[src/rtl/modulator_pkg.sv]
// constants, field layout and state codes of the modulator control bank
// assumes a 200 MHz core clock and bus pins sampled in that domain
package modulator_pkg;
  // bus address byte, write direction included
  localparam logic [7:0] DEV_ADDR     = 8'hCA;
  // power-on values of the four bytes
  localparam logic [7:0] CTRL1_RESET  = 8'h86;
  localparam logic [7:0] CTRL2_RESET  = 8'h08;
  localparam logic [7:0] DIVH_RESET   = 8'h24;
  localparam logic [7:0] DIVL_RESET   = 8'hF4;
  // field positions
  localparam int KIND_BIT  = 7;  // 1: control pair, 0: divider pair
  localparam int PSR_LSB   = 1;
  localparam int WCO_BIT   = 7;
  localparam int PSD_BIT   = 6;
  localparam int ACS_LSB   = 3;
  localparam int PGE_BIT   = 6;
  localparam int RSS_LSB   = 2;
  localparam int TEST_BIT  = 0;
  // pattern generator line timing
  localparam int CLK_PERIOD_NS = 5;
  localparam int LINE_NS       = 64000;
  localparam int SYNC_NS       = 4000;
  localparam int WHITE_NS      = 4000;
  localparam int WHITE1_NS     = 24000;
  localparam int WHITE2_NS     = 40000;
  localparam int SYNC_CYCLES   = SYNC_NS / CLK_PERIOD_NS;
  localparam int WHITE_CYCLES  = WHITE_NS / CLK_PERIOD_NS;
  // bit count of one byte
  localparam logic [3:0] BYTE_BITS = 4'h8;
  // bus receiver states, gray along idle-addr-ack-data-ack
  typedef enum logic [2:0] {
    ST_IDLE     = 3'b000,
    ST_ADDR     = 3'b001,
    ST_ADDR_ACK = 3'b011,
    ST_DATA     = 3'b010,
    ST_DATA_ACK = 3'b110
  } bus_state_type;
endpackage : modulator_pkg

[src/rtl/modulator_control.sv]
// modulator control bank: bus write receiver, settings and test pattern timing
// assumes scl/sda come from the pins unsynchronised; sda is open drain
//
// Overview of operation
// - bit 0 of the low divider byte set to 1 selects test mode and 0 selects normal mode.
// - after power-up reset the defaults stay until the first data byte is accepted.
// - until then power saving is on and the rf output is muted.
// - the carrier divider resets to 591 so the oscillator aims at 591.25 MHz.
// - the audio carrier field resets to 5.5 MHz with 50 kHz deviation.
// - reset also gives internal reference, -13dB ratio, white clip on, pattern off, normal mode.
// - an enabled pattern gives a 4.0 us sync pulse every 64 us.
// - each white pulse of the pattern lasts 4.0 us.
// - white pulses start 24 us and 40 us after the sync start.
// - address byte 11001010 is acknowledged and either pair, or both in either order, is taken.
// - power save disable written 0 powers down all but the bus logic and keeps the settings; here the pattern generator keeps running.
// - the rf target is 1 MHz times the ten-bit divider plus a fixed 250 kHz.
// - reference select 00 is external, 01 crystal, upper bit set is test mode.
`timescale 1ns/1ps
module modulator_control
  import modulator_pkg::*;
#(
  parameter int LINE_CYCLES   = LINE_NS / CLK_PERIOD_NS,
  parameter int WHITE1_CYCLES = WHITE1_NS / CLK_PERIOD_NS,
  parameter int WHITE2_CYCLES = WHITE2_NS / CLK_PERIOD_NS
) (
  input  wire logic       clk,
  input  wire logic       rst_n,
  input  wire logic       scl,
  input  wire logic       sda_in,
  output logic            sda_out,
  output logic            sda_oe,
  output logic            power_save_active,
  output logic            rf_output_enable,
  output logic            white_clip_off,
  output logic [2:0]      picture_sound_ratio,
  output logic [1:0]      audio_carrier_select,
  output logic [9:0]      carrier_divider,
  output logic [1:0]      reference_source_select,
  output logic            test_mode,
  output logic            pattern_generator_enable,
  output logic            pattern_sync,
  output logic            pattern_white
);

  // true while cnt lies in [start, start+len)
  function automatic logic in_window(input logic [15:0] cnt, input int start, input int len);
    in_window = (cnt >= 16'(start)) && (cnt < 16'(start + len));
  endfunction : in_window

  logic [2:0]    scl_sync_reg;
  logic [2:0]    sda_sync_reg;
  bus_state_type state_reg, state_next;
  logic [3:0]    bit_cnt_reg, bit_cnt_next;
  logic [7:0]    shift_reg, shift_next;
  logic          second_reg, second_next;
  logic          kind_reg, kind_next;
  logic          oe_reg, oe_next;
  logic          configured_reg, configured_next;
  logic [7:0]    ctrl1_reg, ctrl1_next;
  logic [7:0]    ctrl2_reg, ctrl2_next;
  logic [7:0]    divh_reg, divh_next;
  logic [7:0]    divl_reg, divl_next;
  logic          psave_reg, psave_next;
  logic          rf_en_reg, rf_en_next;
  logic [15:0]   line_cnt_reg, line_cnt_next;
  logic          sync_reg, sync_next;
  logic          white_reg, white_next;
  logic          scl_rise, scl_fall, bus_start, bus_stop;
  logic          commit;

  // two-stage synchronisers plus one history stage for edge detection
  always_ff @(posedge clk) begin
    if (!rst_n) begin
      scl_sync_reg <= 3'h7;
      sda_sync_reg <= 3'h7;
    end else begin
      scl_sync_reg <= {scl_sync_reg[1:0], scl};
      sda_sync_reg <= {sda_sync_reg[1:0], sda_in};
    end
  end

  // bus events from the synchronised stages only
  assign scl_rise  = scl_sync_reg[1] & ~scl_sync_reg[2];
  assign scl_fall  = ~scl_sync_reg[1] & scl_sync_reg[2];
  assign bus_start = scl_sync_reg[1] & scl_sync_reg[2] & ~sda_sync_reg[1] & sda_sync_reg[2];
  assign bus_stop  = scl_sync_reg[1] & scl_sync_reg[2] & sda_sync_reg[1] & ~sda_sync_reg[2];
  // a data byte lands when its acknowledge clock ends
  assign commit    = (state_reg == ST_DATA_ACK) && scl_fall;

  // bus receiver and register writes
  always_comb begin
    state_next      = state_reg;
    bit_cnt_next    = bit_cnt_reg;
    shift_next      = shift_reg;
    second_next     = second_reg;
    kind_next       = kind_reg;
    oe_next         = oe_reg;
    configured_next = configured_reg;
    ctrl1_next      = ctrl1_reg;
    ctrl2_next      = ctrl2_reg;
    divh_next       = divh_reg;
    divl_next       = divl_reg;
    if (bus_start) begin
      state_next   = ST_ADDR;
      bit_cnt_next = 4'h0;
      second_next  = 1'b0;
      oe_next      = 1'b0;
    end else if (bus_stop) begin
      state_next = ST_IDLE;
      oe_next    = 1'b0;
    end else begin
      unique case (state_reg)
        ST_IDLE: begin
          oe_next = 1'b0;
        end
        ST_ADDR, ST_DATA: begin
          if (scl_rise && bit_cnt_reg != BYTE_BITS) begin
            shift_next   = {shift_reg[6:0], sda_sync_reg[1]};
            bit_cnt_next = bit_cnt_reg + 4'h1;
          end else if (scl_fall && bit_cnt_reg == BYTE_BITS) begin
            if (state_reg == ST_DATA) begin
              state_next = ST_DATA_ACK;
              oe_next    = 1'b1;
            end else if (shift_reg == DEV_ADDR) begin
              state_next = ST_ADDR_ACK;
              oe_next    = 1'b1;
            end else begin
              state_next = ST_IDLE;
            end
          end
        end
        ST_ADDR_ACK, ST_DATA_ACK: begin
          if (scl_fall) begin
            state_next   = ST_DATA;
            oe_next      = 1'b0;
            bit_cnt_next = 4'h0;
          end
        end
        default: begin
          state_next = ST_IDLE;
          oe_next    = 1'b0;
        end
      endcase
    end
    // first byte of a pair picks the pair by its top bit, the second completes it
    if (commit) begin
      configured_next = 1'b1;
      second_next     = ~second_reg;
      if (!second_reg) begin
        kind_next = shift_reg[KIND_BIT];
        if (shift_reg[KIND_BIT]) begin
          ctrl1_next = shift_reg;
        end else begin
          divh_next = shift_reg;
        end
      end else if (kind_reg) begin
        ctrl2_next = shift_reg;
      end else begin
        divl_next = shift_reg;
      end
    end
  end

  // power state: muted until configured, then follows the disable bit
  always_comb begin
    psave_next = ~configured_reg | ~ctrl2_reg[PSD_BIT];
    rf_en_next = configured_reg & ctrl2_reg[PSD_BIT];
  end

  // pattern line counter and pulse decode
  always_comb begin
    line_cnt_next = 16'h0000;
    sync_next     = 1'b0;
    white_next    = 1'b0;
    if (divh_reg[PGE_BIT]) begin
      if (line_cnt_reg != 16'(LINE_CYCLES - 1)) begin
        line_cnt_next = line_cnt_reg + 16'h0001;
      end
      sync_next  = in_window(line_cnt_reg, 0, SYNC_CYCLES);
      white_next = in_window(line_cnt_reg, WHITE1_CYCLES, WHITE_CYCLES)
                 | in_window(line_cnt_reg, WHITE2_CYCLES, WHITE_CYCLES);
    end
  end

  // state registers; settings reset to the power-on configuration
  always_ff @(posedge clk) begin
    if (!rst_n) begin
      state_reg      <= ST_IDLE;
      bit_cnt_reg    <= 4'h0;
      shift_reg      <= 8'h00;
      second_reg     <= 1'b0;
      kind_reg       <= 1'b0;
      oe_reg         <= 1'b0;
      configured_reg <= 1'b0;
      ctrl1_reg      <= CTRL1_RESET;
      ctrl2_reg      <= CTRL2_RESET;
      divh_reg       <= DIVH_RESET;
      divl_reg       <= DIVL_RESET;
      psave_reg      <= 1'b1;
      rf_en_reg      <= 1'b0;
      line_cnt_reg   <= 16'h0000;
      sync_reg       <= 1'b0;
      white_reg      <= 1'b0;
    end else begin
      state_reg      <= state_next;
      bit_cnt_reg    <= bit_cnt_next;
      shift_reg      <= shift_next;
      second_reg     <= second_next;
      kind_reg       <= kind_next;
      oe_reg         <= oe_next;
      configured_reg <= configured_next;
      ctrl1_reg      <= ctrl1_next;
      ctrl2_reg      <= ctrl2_next;
      divh_reg       <= divh_next;
      divl_reg       <= divl_next;
      psave_reg      <= psave_next;
      rf_en_reg      <= rf_en_next;
      line_cnt_reg   <= line_cnt_next;
      sync_reg       <= sync_next;
      white_reg      <= white_next;
    end
  end

  // outputs other than sda_out (tied to 0) are register bits; rf target is divider MHz plus 250 kHz
  assign sda_out                  = 1'b0;
  assign sda_oe                   = oe_reg;
  assign power_save_active        = psave_reg;
  assign rf_output_enable         = rf_en_reg;
  assign white_clip_off           = ctrl2_reg[WCO_BIT];
  assign picture_sound_ratio      = ctrl1_reg[PSR_LSB +: 3];
  assign audio_carrier_select     = ctrl2_reg[ACS_LSB +: 2];
  assign carrier_divider          = {divh_reg[5:0], divl_reg[7:4]};
  assign reference_source_select  = divl_reg[RSS_LSB +: 2];
  assign test_mode                = divl_reg[TEST_BIT];
  assign pattern_generator_enable = divh_reg[PGE_BIT];
  assign pattern_sync             = sync_reg;
  assign pattern_white            = white_reg;
endmodule : modulator_control

[config.mk]
export PLATFORM = sky130hd
export DESIGN_NAME = modulator_control
export DESIGN_NICKNAME = d
export VERILOG_FILES = /design/src/rtl/modulator_pkg.sv /design/src/rtl/modulator_control.sv
export SDC_FILE = /design/constraint.sdc
export NUM_CORES = 1
export LEC_CHECK = 0
export ABC_AREA = 1
export BUFFER_PORTS_ARGS = -buffer_cell sky130_fd_sc_hd__buf_2
export CORE_MARGIN = 2
export CORE_UTILIZATION = 45
export DETAILED_ROUTE_END_ITERATION = 8
export PLACE_DENSITY_LB_ADDON = 0.1
export SYNTH_ARGS = -nofsm -noshare
export SYNTH_HDL_FRONTEND = slang
export SYNTH_SLANG_ARGS = --single-unit
[constraint.sdc]
create_clock -name clk -period 1.6 [get_ports clk]
set_input_delay 0.08 -clock clk [delete_from_list [all_inputs] [get_ports clk]]
set_output_delay 0.08 -clock clk [all_outputs]
set_load 0.05 [all_outputs]
**Word-level counts from Yosys, hierarchy flattened**

Index checks and enable logic that the tools add are counted.

- Add/sub/neg operators: 2
- Order comparisons: 6
- Equal/unequal tests: 17
- Muxes and demuxes: 19
- Bitwise gates (word level): 23
- Reductions and logical operators: 25

Operators by type and width:

| operator | count |
|---|---|
| $ge A16 B13 Y1 const B | 2 |
| $reduce_and A4 Y1 | 5 |
| $add A16 B1 Y16 const B | 1 |
| $ge A16 B1 Y1 const B | 1 |
| $lt A16 B10 Y1 const B | 1 |
| $lt A16 B13 Y1 const B | 1 |
| $lt A16 B14 Y1 const B | 1 |
| $ne A16 B14 Y1 const B | 1 |
| $ne A4 B4 Y1 const B | 4 |
| $reduce_and A3 Y1 | 5 |
| $not A1 Y1 | 13 |
| $mux W3 | 4 |
| $mux W1 | 9 |
| $pmux W3 S3 | 1 |
| $and A1 B1 Y1 | 8 |
| $eq A8 B8 Y1 const B | 1 |
| $mux W4 | 2 |
| $ne A2 B2 Y1 const B | 4 |
| $pmux W4 S2 | 1 |
| $eq A3 B2 Y1 const B | 2 |
| $logic_and A1 B1 Y1 | 6 |
| $ne A3 B3 Y1 const B | 2 |
| $reduce_or A2 Y1 | 3 |
| $add A4 B1 Y4 const B | 1 |
| 10 further kinds | 13 |

- Register bits: 72
- Output and inout bits: 26

**Longest topological paths before layout**

Gate-level depths: netlist (run 1).

- Word-level depth: 8
- Gate-level depth with buffers: 12

**Least setup slack after synthesis (run 1)**

Ideal clock, no wire load.

- Path kind: reg2reg
- Start point: register bit_cnt_reg[0]
- End point: register bit_cnt_reg[1]
- Library setup time: 0.117 ns
- Arrival time: 1.358 ns
- Slack: 0.124 ns
- Stages on the path, launching flop included: 11
- Buffers on the path: 0
- Clock period less this slack: 1.476 ns
- Path through: dfxtp_1 -> inv_1 -> ha_1 -> nand2_1 -> nor2_1 -> nor2_1 -> inv_1 -> nand2_1 -> nand3_2 -> o21ai_2 -> nor2_1

- Longest elaborated chain between the ends: 4

Ends and longest elaborated chain:

| element | line | text |
|---|---|---|
| from (decl) | modulator_control.sv:53 | `logic [3:0] bit_cnt_reg, bit_cnt_next;` |
| from (signal assigned) | modulator_control.sv:206 | `bit_cnt_reg <= bit_cnt_next;` |
| parallel branches: the longest is 4 deep, another holds $add A4 B1 Y4 | -- |  |

Several ways; the timed one is not identified. The select of a mux whose other input is x is not followed.
A chain may end at the register's enable or synchronous reset.

**Worst setup path after layout (run 1)**

- Start point: register bit_cnt_reg[1]
- End point: register bit_cnt_reg[0]

- Longest elaborated chain between the ends: 4

Ends and longest elaborated chain:

| element | line | text |
|---|---|---|
| $ne A4 B4 Y1 | modulator_control.sv:117 | `if (scl_rise && bit_cnt_reg != BYTE_BITS) begin` |
| $logic_and A1 B1 Y1 | modulator_control.sv:117 |  |
| $ne A2 B2 Y1 (no source line) | -- |  |
| $reduce_and A4 Y1 (no source line) | -- |  |

Every way passes these cells.

==> run summary, run 1 <==
Antenna violations before repair: 0
Placeable core area: 6310 um^2
Ys async rst share: 0
Portion of total power attributed to combinational logic: 0.074
Final Max Tran Viols: 0
Flip-flop count of the largest register after layout: 16
Horizontal die dimension: 84.6 um
Area delta synth->final: 20.0%
Synthesized Nets: 388
Area of the multi-input gates: 1440 um^2
Maximum achievable frequency: 668 MHz
Clock tree from TritonCTS: done
Area contributors post-synth: sky130_fd_sc_hd__dfxtp_1, sky130_fd_sc_hd__nand2_1, sky130_fd_sc_hd__inv_1
Number of enable flip-flop cells after synthesis: 0
Final worst setup slack: 102 ps
Worst hold path class: input pin to flip-flop
Xor and xnor area share after synthesis: 0.0180
Clock power share: 0.460
Number of clock buffers inserted by TritonCTS: 9
Relative contribution of sequential cells to total power: 0.467
Startpoint of the most critical setup path: bit_cnt_reg[1]
Post-place instance area: 3130 um^2
Count of standard-cell rows: 29
Worst IR Drop VDD: 0.626 mV
Post-Synth Adder-Cell Area: 0.0128
Final total power: 3.62 mW
Final hold violation count: 0
Critical path type: flip-flop to flip-flop
All-layer global routing usage: 0.187
Total setup violations reported at the end of the flow: 0
Cell types with the highest counts after synthesis: sky130_fd_sc_hd__nand2_1, sky130_fd_sc_hd__dfxtp_1, sky130_fd_sc_hd__inv_1
Outcome: complete, no violations
Number of global-route vias before repair: 2314
Detailed Place HPWL: 4.32 mm
Endpoint of the lowest-slack register-to-register path: bit_cnt_reg[0]
Antenna-violating nets left: 0
Buffers on Ports: 28
Combinational family with the most area after synthesis: simple AND/OR/NAND/NOR gates
Vias per cell: 4.99
Clk sink count: 66
Number of cells produced by synthesis: 381
Worst hold-check slack: 139 ps
Root buffer cell: sky130_fd_sc_hd__clkbuf_8
Largest area contributor in the synthesized netlist: sky130_fd_sc_hd__dfxtp_1
Category of the worst setup path capture point: flip-flop
Die Footprint: 7160 um^2
First drt pass iteration count: 4
Primary flip-flop cell chosen by synthesis mapping: sky130_fd_sc_hd__dfxtp_1
Worst-Skew Late Latency: 350 ps
Net total in the final layout: 428
Simple-gate portion of the synthesized area: 0.292
Switch Pwr: 0.858 mW
Critical path depth in cells: 10
Most instantiated library cell after synthesis: sky130_fd_sc_hd__nand2_1
Critical Path Sink: bit_cnt_reg[0]
Count of filler cells inserted in the layout: 602
CP Max Fanout: 6
Number of DRC markers in iteration 0: 87
Launch point of the worst reg-to-reg path: bit_cnt_reg[1]
Final RePlAce weighted congestion: 0.930
Via total after detailed routing: 2510
Register area share after synthesis: 0.452
Height of the die: 84.6 um
Compound-Gate Fraction of Synth Area: 0.134
Area share of the leading cell type in the synthesized netlist: 0.452
Ratio of final minimum period to clock period: 0.936
Ordered list of cells on the worst path: inv_1 -> ha_1 -> nand2_1 -> nor2_2 -> nor2_2 -> inv_1 -> nand2_2 -> nand3_4 -> o21ai_4 -> nor2_2
Worst Skew: 8.10 ps
Worst setup slack for register-to-register paths: 100 ps
Depth of the worst register-to-register path: 10
Clock-pin slew on the worst setup and hold paths: 80 ps
Power per standard cell area: 1030 nW/um^2
Summed instance area of the synthesized netlist: 2920 um^2
Period minus WS final: 1500 ps
Post-layout instance area: 3510 um^2
Maximum level of the CTS H-tree: 3
Starting density of the core: 0.463
Total global routing overflow: 0
Share of cells above drive strength 1: 0.244
Routed WL: 6.31 mm
Startpoint kind of the worst setup timing path: flip-flop
Placement Setup Slack: 15.3 ps
Maximum number of buffers from clock root to sink: 2
Warnings from Yosys: 0
Ant. Diodes: 0
CP peak stage delay: 330 ps
Max-cap violation count: 0
Number of register bits inferred by synthesis: 66
Maximum number of pins on one net before global-route repair: 34
Arrival time of data at the critical path endpoint: 1730 ps
FF/Latch Area: 1330 um^2
Switching portion of total power: 0.237
Routed wirelength normalized by instance count: 12.5 um
Sum of buffers and inverters on the critical path: 2
First-pass GRT wire length: 10.8 mm
Critical path data required time: 1840 ps
Leakage power: 1.48 nW
Most common cell on crit path: sky130_fd_sc_hd__nor2_2
DRC viols: 0
Total internal power: 2.77 mW
Slowest-stage cell, CP: sky130_fd_sc_hd__dfxtp_2
Post-synth cell types: 37
Multiplexer share of the synthesized area: 0
Crit path max-delay family: simple AND/OR/NAND/NOR gates
Mean instance size in the synthesized netlist: 7.67 um^2
Number of ports placed on the die boundary: 30
[cell families after synthesis]
logic type      after synthesis
compound gates               71
buf+inv                      60
other cells                   1
flops                        66
fa+ha+maj                     3
simple gates                174
xor+xnor                      6
[routing by layer]
layer / up-vias / GRT usage / wire (um)
met5: - / 0 / 0
met4: 0 / 0.0851 / 142
met3: 12 / 0.0413 / 197
met2: 41 / 0.291 / 2770
met1: 1143 / 0.250 / 3200
li1: 1314 / - / -
[through the flow]
| stage | TNS, ps | cells | util |
|---|---|---|---|
| floorplan | 0 | 381 | - |
| global placement | 0 | 482 | 0.496 |
| detailed placement | 0 | 482 | 0.496 |
| CTS | 0 | 500 | 0.538 |
| global route | -41.2 | 503 | 0.555 |
| finish | 0 | 503 | 0.555 |
[area by class of cell]
class                   instances  area share
clock buffers                  12      0.0471
well taps                      77      0.0275
flip-flops and latches         66       0.378
repair buffers                 38      0.0628
inverters                      50      0.0546
multi-input cells             256       0.409
clock inverters                 4      0.0207
[power groups by stage]
stage	clock network (mW)	registers, mW	logic [mW]
2_1_floorplan	0	1.74	0.171
3_3_place_gp	0	1.73	0.233
3_5_place_dp	0	1.73	0.237
4_1_cts	1.68	1.69	0.242
5_1_grt	1.76	1.70	0.301
6_report	1.67	1.69	0.267
[worst min path at each step]
stage | startpoint | end | slack, ps | cells past startpoint
6_report | rst_n | line_cnt_reg[1] | 140 | 3
3_3_place_gp | scl | scl_sync_reg[0] | 280 | 2
5_1_grt | rst_n | line_cnt_reg[0] | 140 | 3
4_1_cts | rst_n | pattern_sync | 110 | 3
2_1_floorplan | scl | scl_sync_reg[0] | 190 | 1
3_5_place_dp | sda_in | sda_sync_reg[0] | 280 | 2
[placed cells by master, fill, tap and decap left out, types with 2 or more instances in the layout]
cell type                       synthesis  layout
sky130_fd_sc_hd__nand2_1               67      63
sky130_fd_sc_hd__dfxtp_1               66      62
sky130_fd_sc_hd__inv_1                 46      46
sky130_fd_sc_hd__nor2_1                39      36
sky130_fd_sc_hd__a21oi_1               32      32
sky130_fd_sc_hd__buf_2                  2      28
sky130_fd_sc_hd__o21ai_0               26      25
sky130_fd_sc_hd__nand3_1               16      14
sky130_fd_sc_hd__nor3_1                14      13
sky130_fd_sc_hd__clkbuf_8               0      12
sky130_fd_sc_hd__o211ai_1               9       9
sky130_fd_sc_hd__nor2_2                 6       9
sky130_fd_sc_hd__nand2_2                5       8
sky130_fd_sc_hd__buf_4                  4       8
sky130_fd_sc_hd__or2_2                  7       7
sky130_fd_sc_hd__nand3_4                1       5
sky130_fd_sc_hd__nand4_1                5       5
sky130_fd_sc_hd__nor2_4                 4       4
sky130_fd_sc_hd__xor2_1                 5       4
sky130_fd_sc_hd__dfxtp_2                0       4
sky130_fd_sc_hd__nand2_4                2       3
sky130_fd_sc_hd__inv_2                  2       2
sky130_fd_sc_hd__clkinv_2               1       2
sky130_fd_sc_hd__nand3_2                3       2
sky130_fd_sc_hd__nor4_1                 2       2
sky130_fd_sc_hd__o21ai_1                1       2
sky130_fd_sc_hd__ha_1                   3       2
sky130_fd_sc_hd__bufinv_16              0       2
sky130_fd_sc_hd__dlygate4sd3_1          0       2
[worst min-delay path, delay by kind of cell]
kind / cells / cell delay [ps]
and+or+nand+nor: 2 / 200
buffers and inverters: 1 / 170
[timing repair]
item                       in CTS  in global routing
hold endpoints to repair        2                  0
resized for setup               1                 22
buffers inserted                0                  2
setup endpoints to repair       1                 24
cloned                          0                  1
hold buffers                    2                  0
pin swaps                       0                  6
Note: power is estimated with default switching activity, not from simulation.
==> run 2: changes to the inputs <==
PLACE_DENSITY_LB_ADDON = 0.25   (was 0.1)
==> run 2 against run 1 <==
Effect of this change:
- critical path depth fell by 1
- combinational power shrank 10%
- register-to-register slack about the same
- sequential power about the same
- critical endpoint is now line_cnt_reg[11]
- highest routed layer unchanged
==> run summary, run 2 (synthesized netlist as in run 1, its figures left out) <==
Worst-Skew Late Latency: 340 ps
Clock-pin slew on the worst setup and hold paths: 70 ps
Maximum number of buffers from clock root to sink: 2
Total global routing overflow: 0
Detailed Place HPWL: 4.26 mm
Final Max Tran Viols: 0
Startpoint kind of the worst setup timing path: flip-flop
Slowest-stage cell, CP: sky130_fd_sc_hd__dfxtp_1
Number of setup buffers added after CTS: 0
Worst hold-check slack: 140 ps
Most common cell on crit path: sky130_fd_sc_hd__nand3_2
Routed WL: 5.98 mm
Via total after detailed routing: 2485
Max-cap violation count: 0
Worst Skew: 6.17 ps
First-pass GRT wire length: 10.2 mm
Clk sink count: 66
Final RePlAce weighted congestion: 0.923
Starting density of the core: 0.463
Period minus WS final: 1500 ps
Net total in the final layout: 425
Ratio of final minimum period to clock period: 0.938
Routing layer with the top usage in global route: met2
Critical path type: flip-flop to flip-flop
Maximum achievable frequency: 667 MHz
Root buffer cell: sky130_fd_sc_hd__clkbuf_8
Ant. Diodes: 0
Commonest non-fill, non-tap cells in the layout: sky130_fd_sc_hd__nand2_1, sky130_fd_sc_hd__dfxtp_1, sky130_fd_sc_hd__inv_1
Placeable core area: 6310 um^2
Number of clock buffers inserted by TritonCTS: 9
Share of cells above drive strength 1: 0.216
Arrival time of data at the critical path endpoint: 1720 ps
Vias per cell: 4.99
Routed wirelength normalized by instance count: 12.0 um
Most common cell after layout, fill and taps aside: sky130_fd_sc_hd__nand2_1
Placement Setup Slack: -20.7 ps
Sum of buffers and inverters on the critical path: 1
Met1 demand-to-capacity share in global routing: 0.232
All-layer global routing usage: 0.177
Power per standard cell area: 999 nW/um^2
Count of standard-cell rows: 29
Final hold violation count: 0
DRC viols: 0
Critical path data required time: 1820 ps
Outcome: complete, no violations
CP peak stage delay: 370 ps
Worst IR Drop VDD: 0.520 mV
Final worst setup slack: 99.9 ps
Number of global-route vias before repair: 2274
Number of ports placed on the die boundary: 30
Worst setup slack for register-to-register paths: 100 ps
Height of the die: 84.6 um
Clock tree from TritonCTS: done
Buffers on Ports: 28
Maximum level of the CTS H-tree: 3
Maximum number of pins on one net before global-route repair: 36
Die Footprint: 7160 um^2
FF/Latch Area: 1330 um^2
Crit path max-delay family: simple AND/OR/NAND/NOR gates
Total setup violations reported at the end of the flow: 0
Leakage power: 1.45 nW
Area of the multi-input gates: 1400 um^2
Area delta synth->final: 17.5%
Flip-flop count of the largest register after layout: 16
Number of DRC markers in iteration 0: 103
Antenna violations before repair: 0
Horizontal die dimension: 84.6 um
CP Max Fanout: 8
First drt pass iteration count: 4
Worst hold path class: input pin to flip-flop
Final total power: 3.43 mW
Category of the worst setup path capture point: flip-flop
Antenna-violating nets left: 0
Ordered list of cells on the worst path: ha_4 -> nand3_2 -> nor2_4 -> nand2_2 -> nor2_4 -> nand3_2 -> nand3_2 -> buf_6 -> nor3_1
GR Util met2: 0.268
Met3 Track Usage GR: 0.0610
Count of filler cells inserted in the layout: 601
[run 2: power by group]
part / leakage [nW] / switching [mW] / total [mW] / internal (mW)
clock: 0.105 / 0.593 / 1.49 / 0.901
sequential: 0.535 / 0.0276 / 1.70 / 1.67
combinational: 0.805 / 0.158 / 0.239 / 0.0813
total: 1.45 / 0.778 / 3.43 / 2.65
[run 2: cell type report]
cell class              instances  area share
repair buffers                 36      0.0620
inverters                      50      0.0558
clock buffers                  11      0.0412
clock inverters                 3      0.0190
flip-flops and latches         66       0.386
multi-input cells             255       0.408
well taps                      77      0.0281
[run 2: final timing paths]
| check | startpoint | endpoint | cells past startpoint |
|---|---|---|---|
| setup / recovery | line_cnt_reg[1] | line_cnt_reg[11] | 9 |
| setup reg to reg | line_cnt_reg[1] | line_cnt_reg[11] | 9 |
| hold / removal | rst_n | configured_reg | 3 |
| hold reg to reg | scl_sync_reg[0] | scl_sync_reg[1] | 1 |
[run 2: layer usage]
| metal | vias up | share of wire |
|---|---|---|
| met4 | 0 | 0.019 |
| met3 | 12 | 0.048 |
| li1 | 1307 | - |
| met5 | - | 0 |
| met1 | 1118 | 0.48 |
| met2 | 48 | 0.45 |
[run 2: repair_timing]
item,4_1_cts,5_1_grt
setup endpoints to repair,2,29
endpoints found under the hold margin,2,0
resized for setup,1,19
hold buffers,2,0
pin swaps,0,3
[run 2: metrics by stage]
stage | utilization | setup TNS, ps | instance area, um^2 | cells
2_1_floorplan | - | 0 | 2920 | 381
3_3_place_gp | 0.496 | 0 | 3130 | 482
3_5_place_dp | 0.496 | -41.1 | 3130 | 482
4_1_cts | 0.533 | 0 | 3360 | 498
5_1_grt | 0.544 | -6.06 | 3430 | 498
6_report | 0.544 | 0 | 3430 | 498
[run 2: worst reg2reg max path: cells and delay by family (launching register included)]
| family | cells | cell delay (ps) |
|---|---|---|
| DFF | 1 | 370 |
| buffers and inverters | 1 | 140 |
| adders and majority gates | 1 | 160 |
| and+or+nand+nor | 7 | 710 |
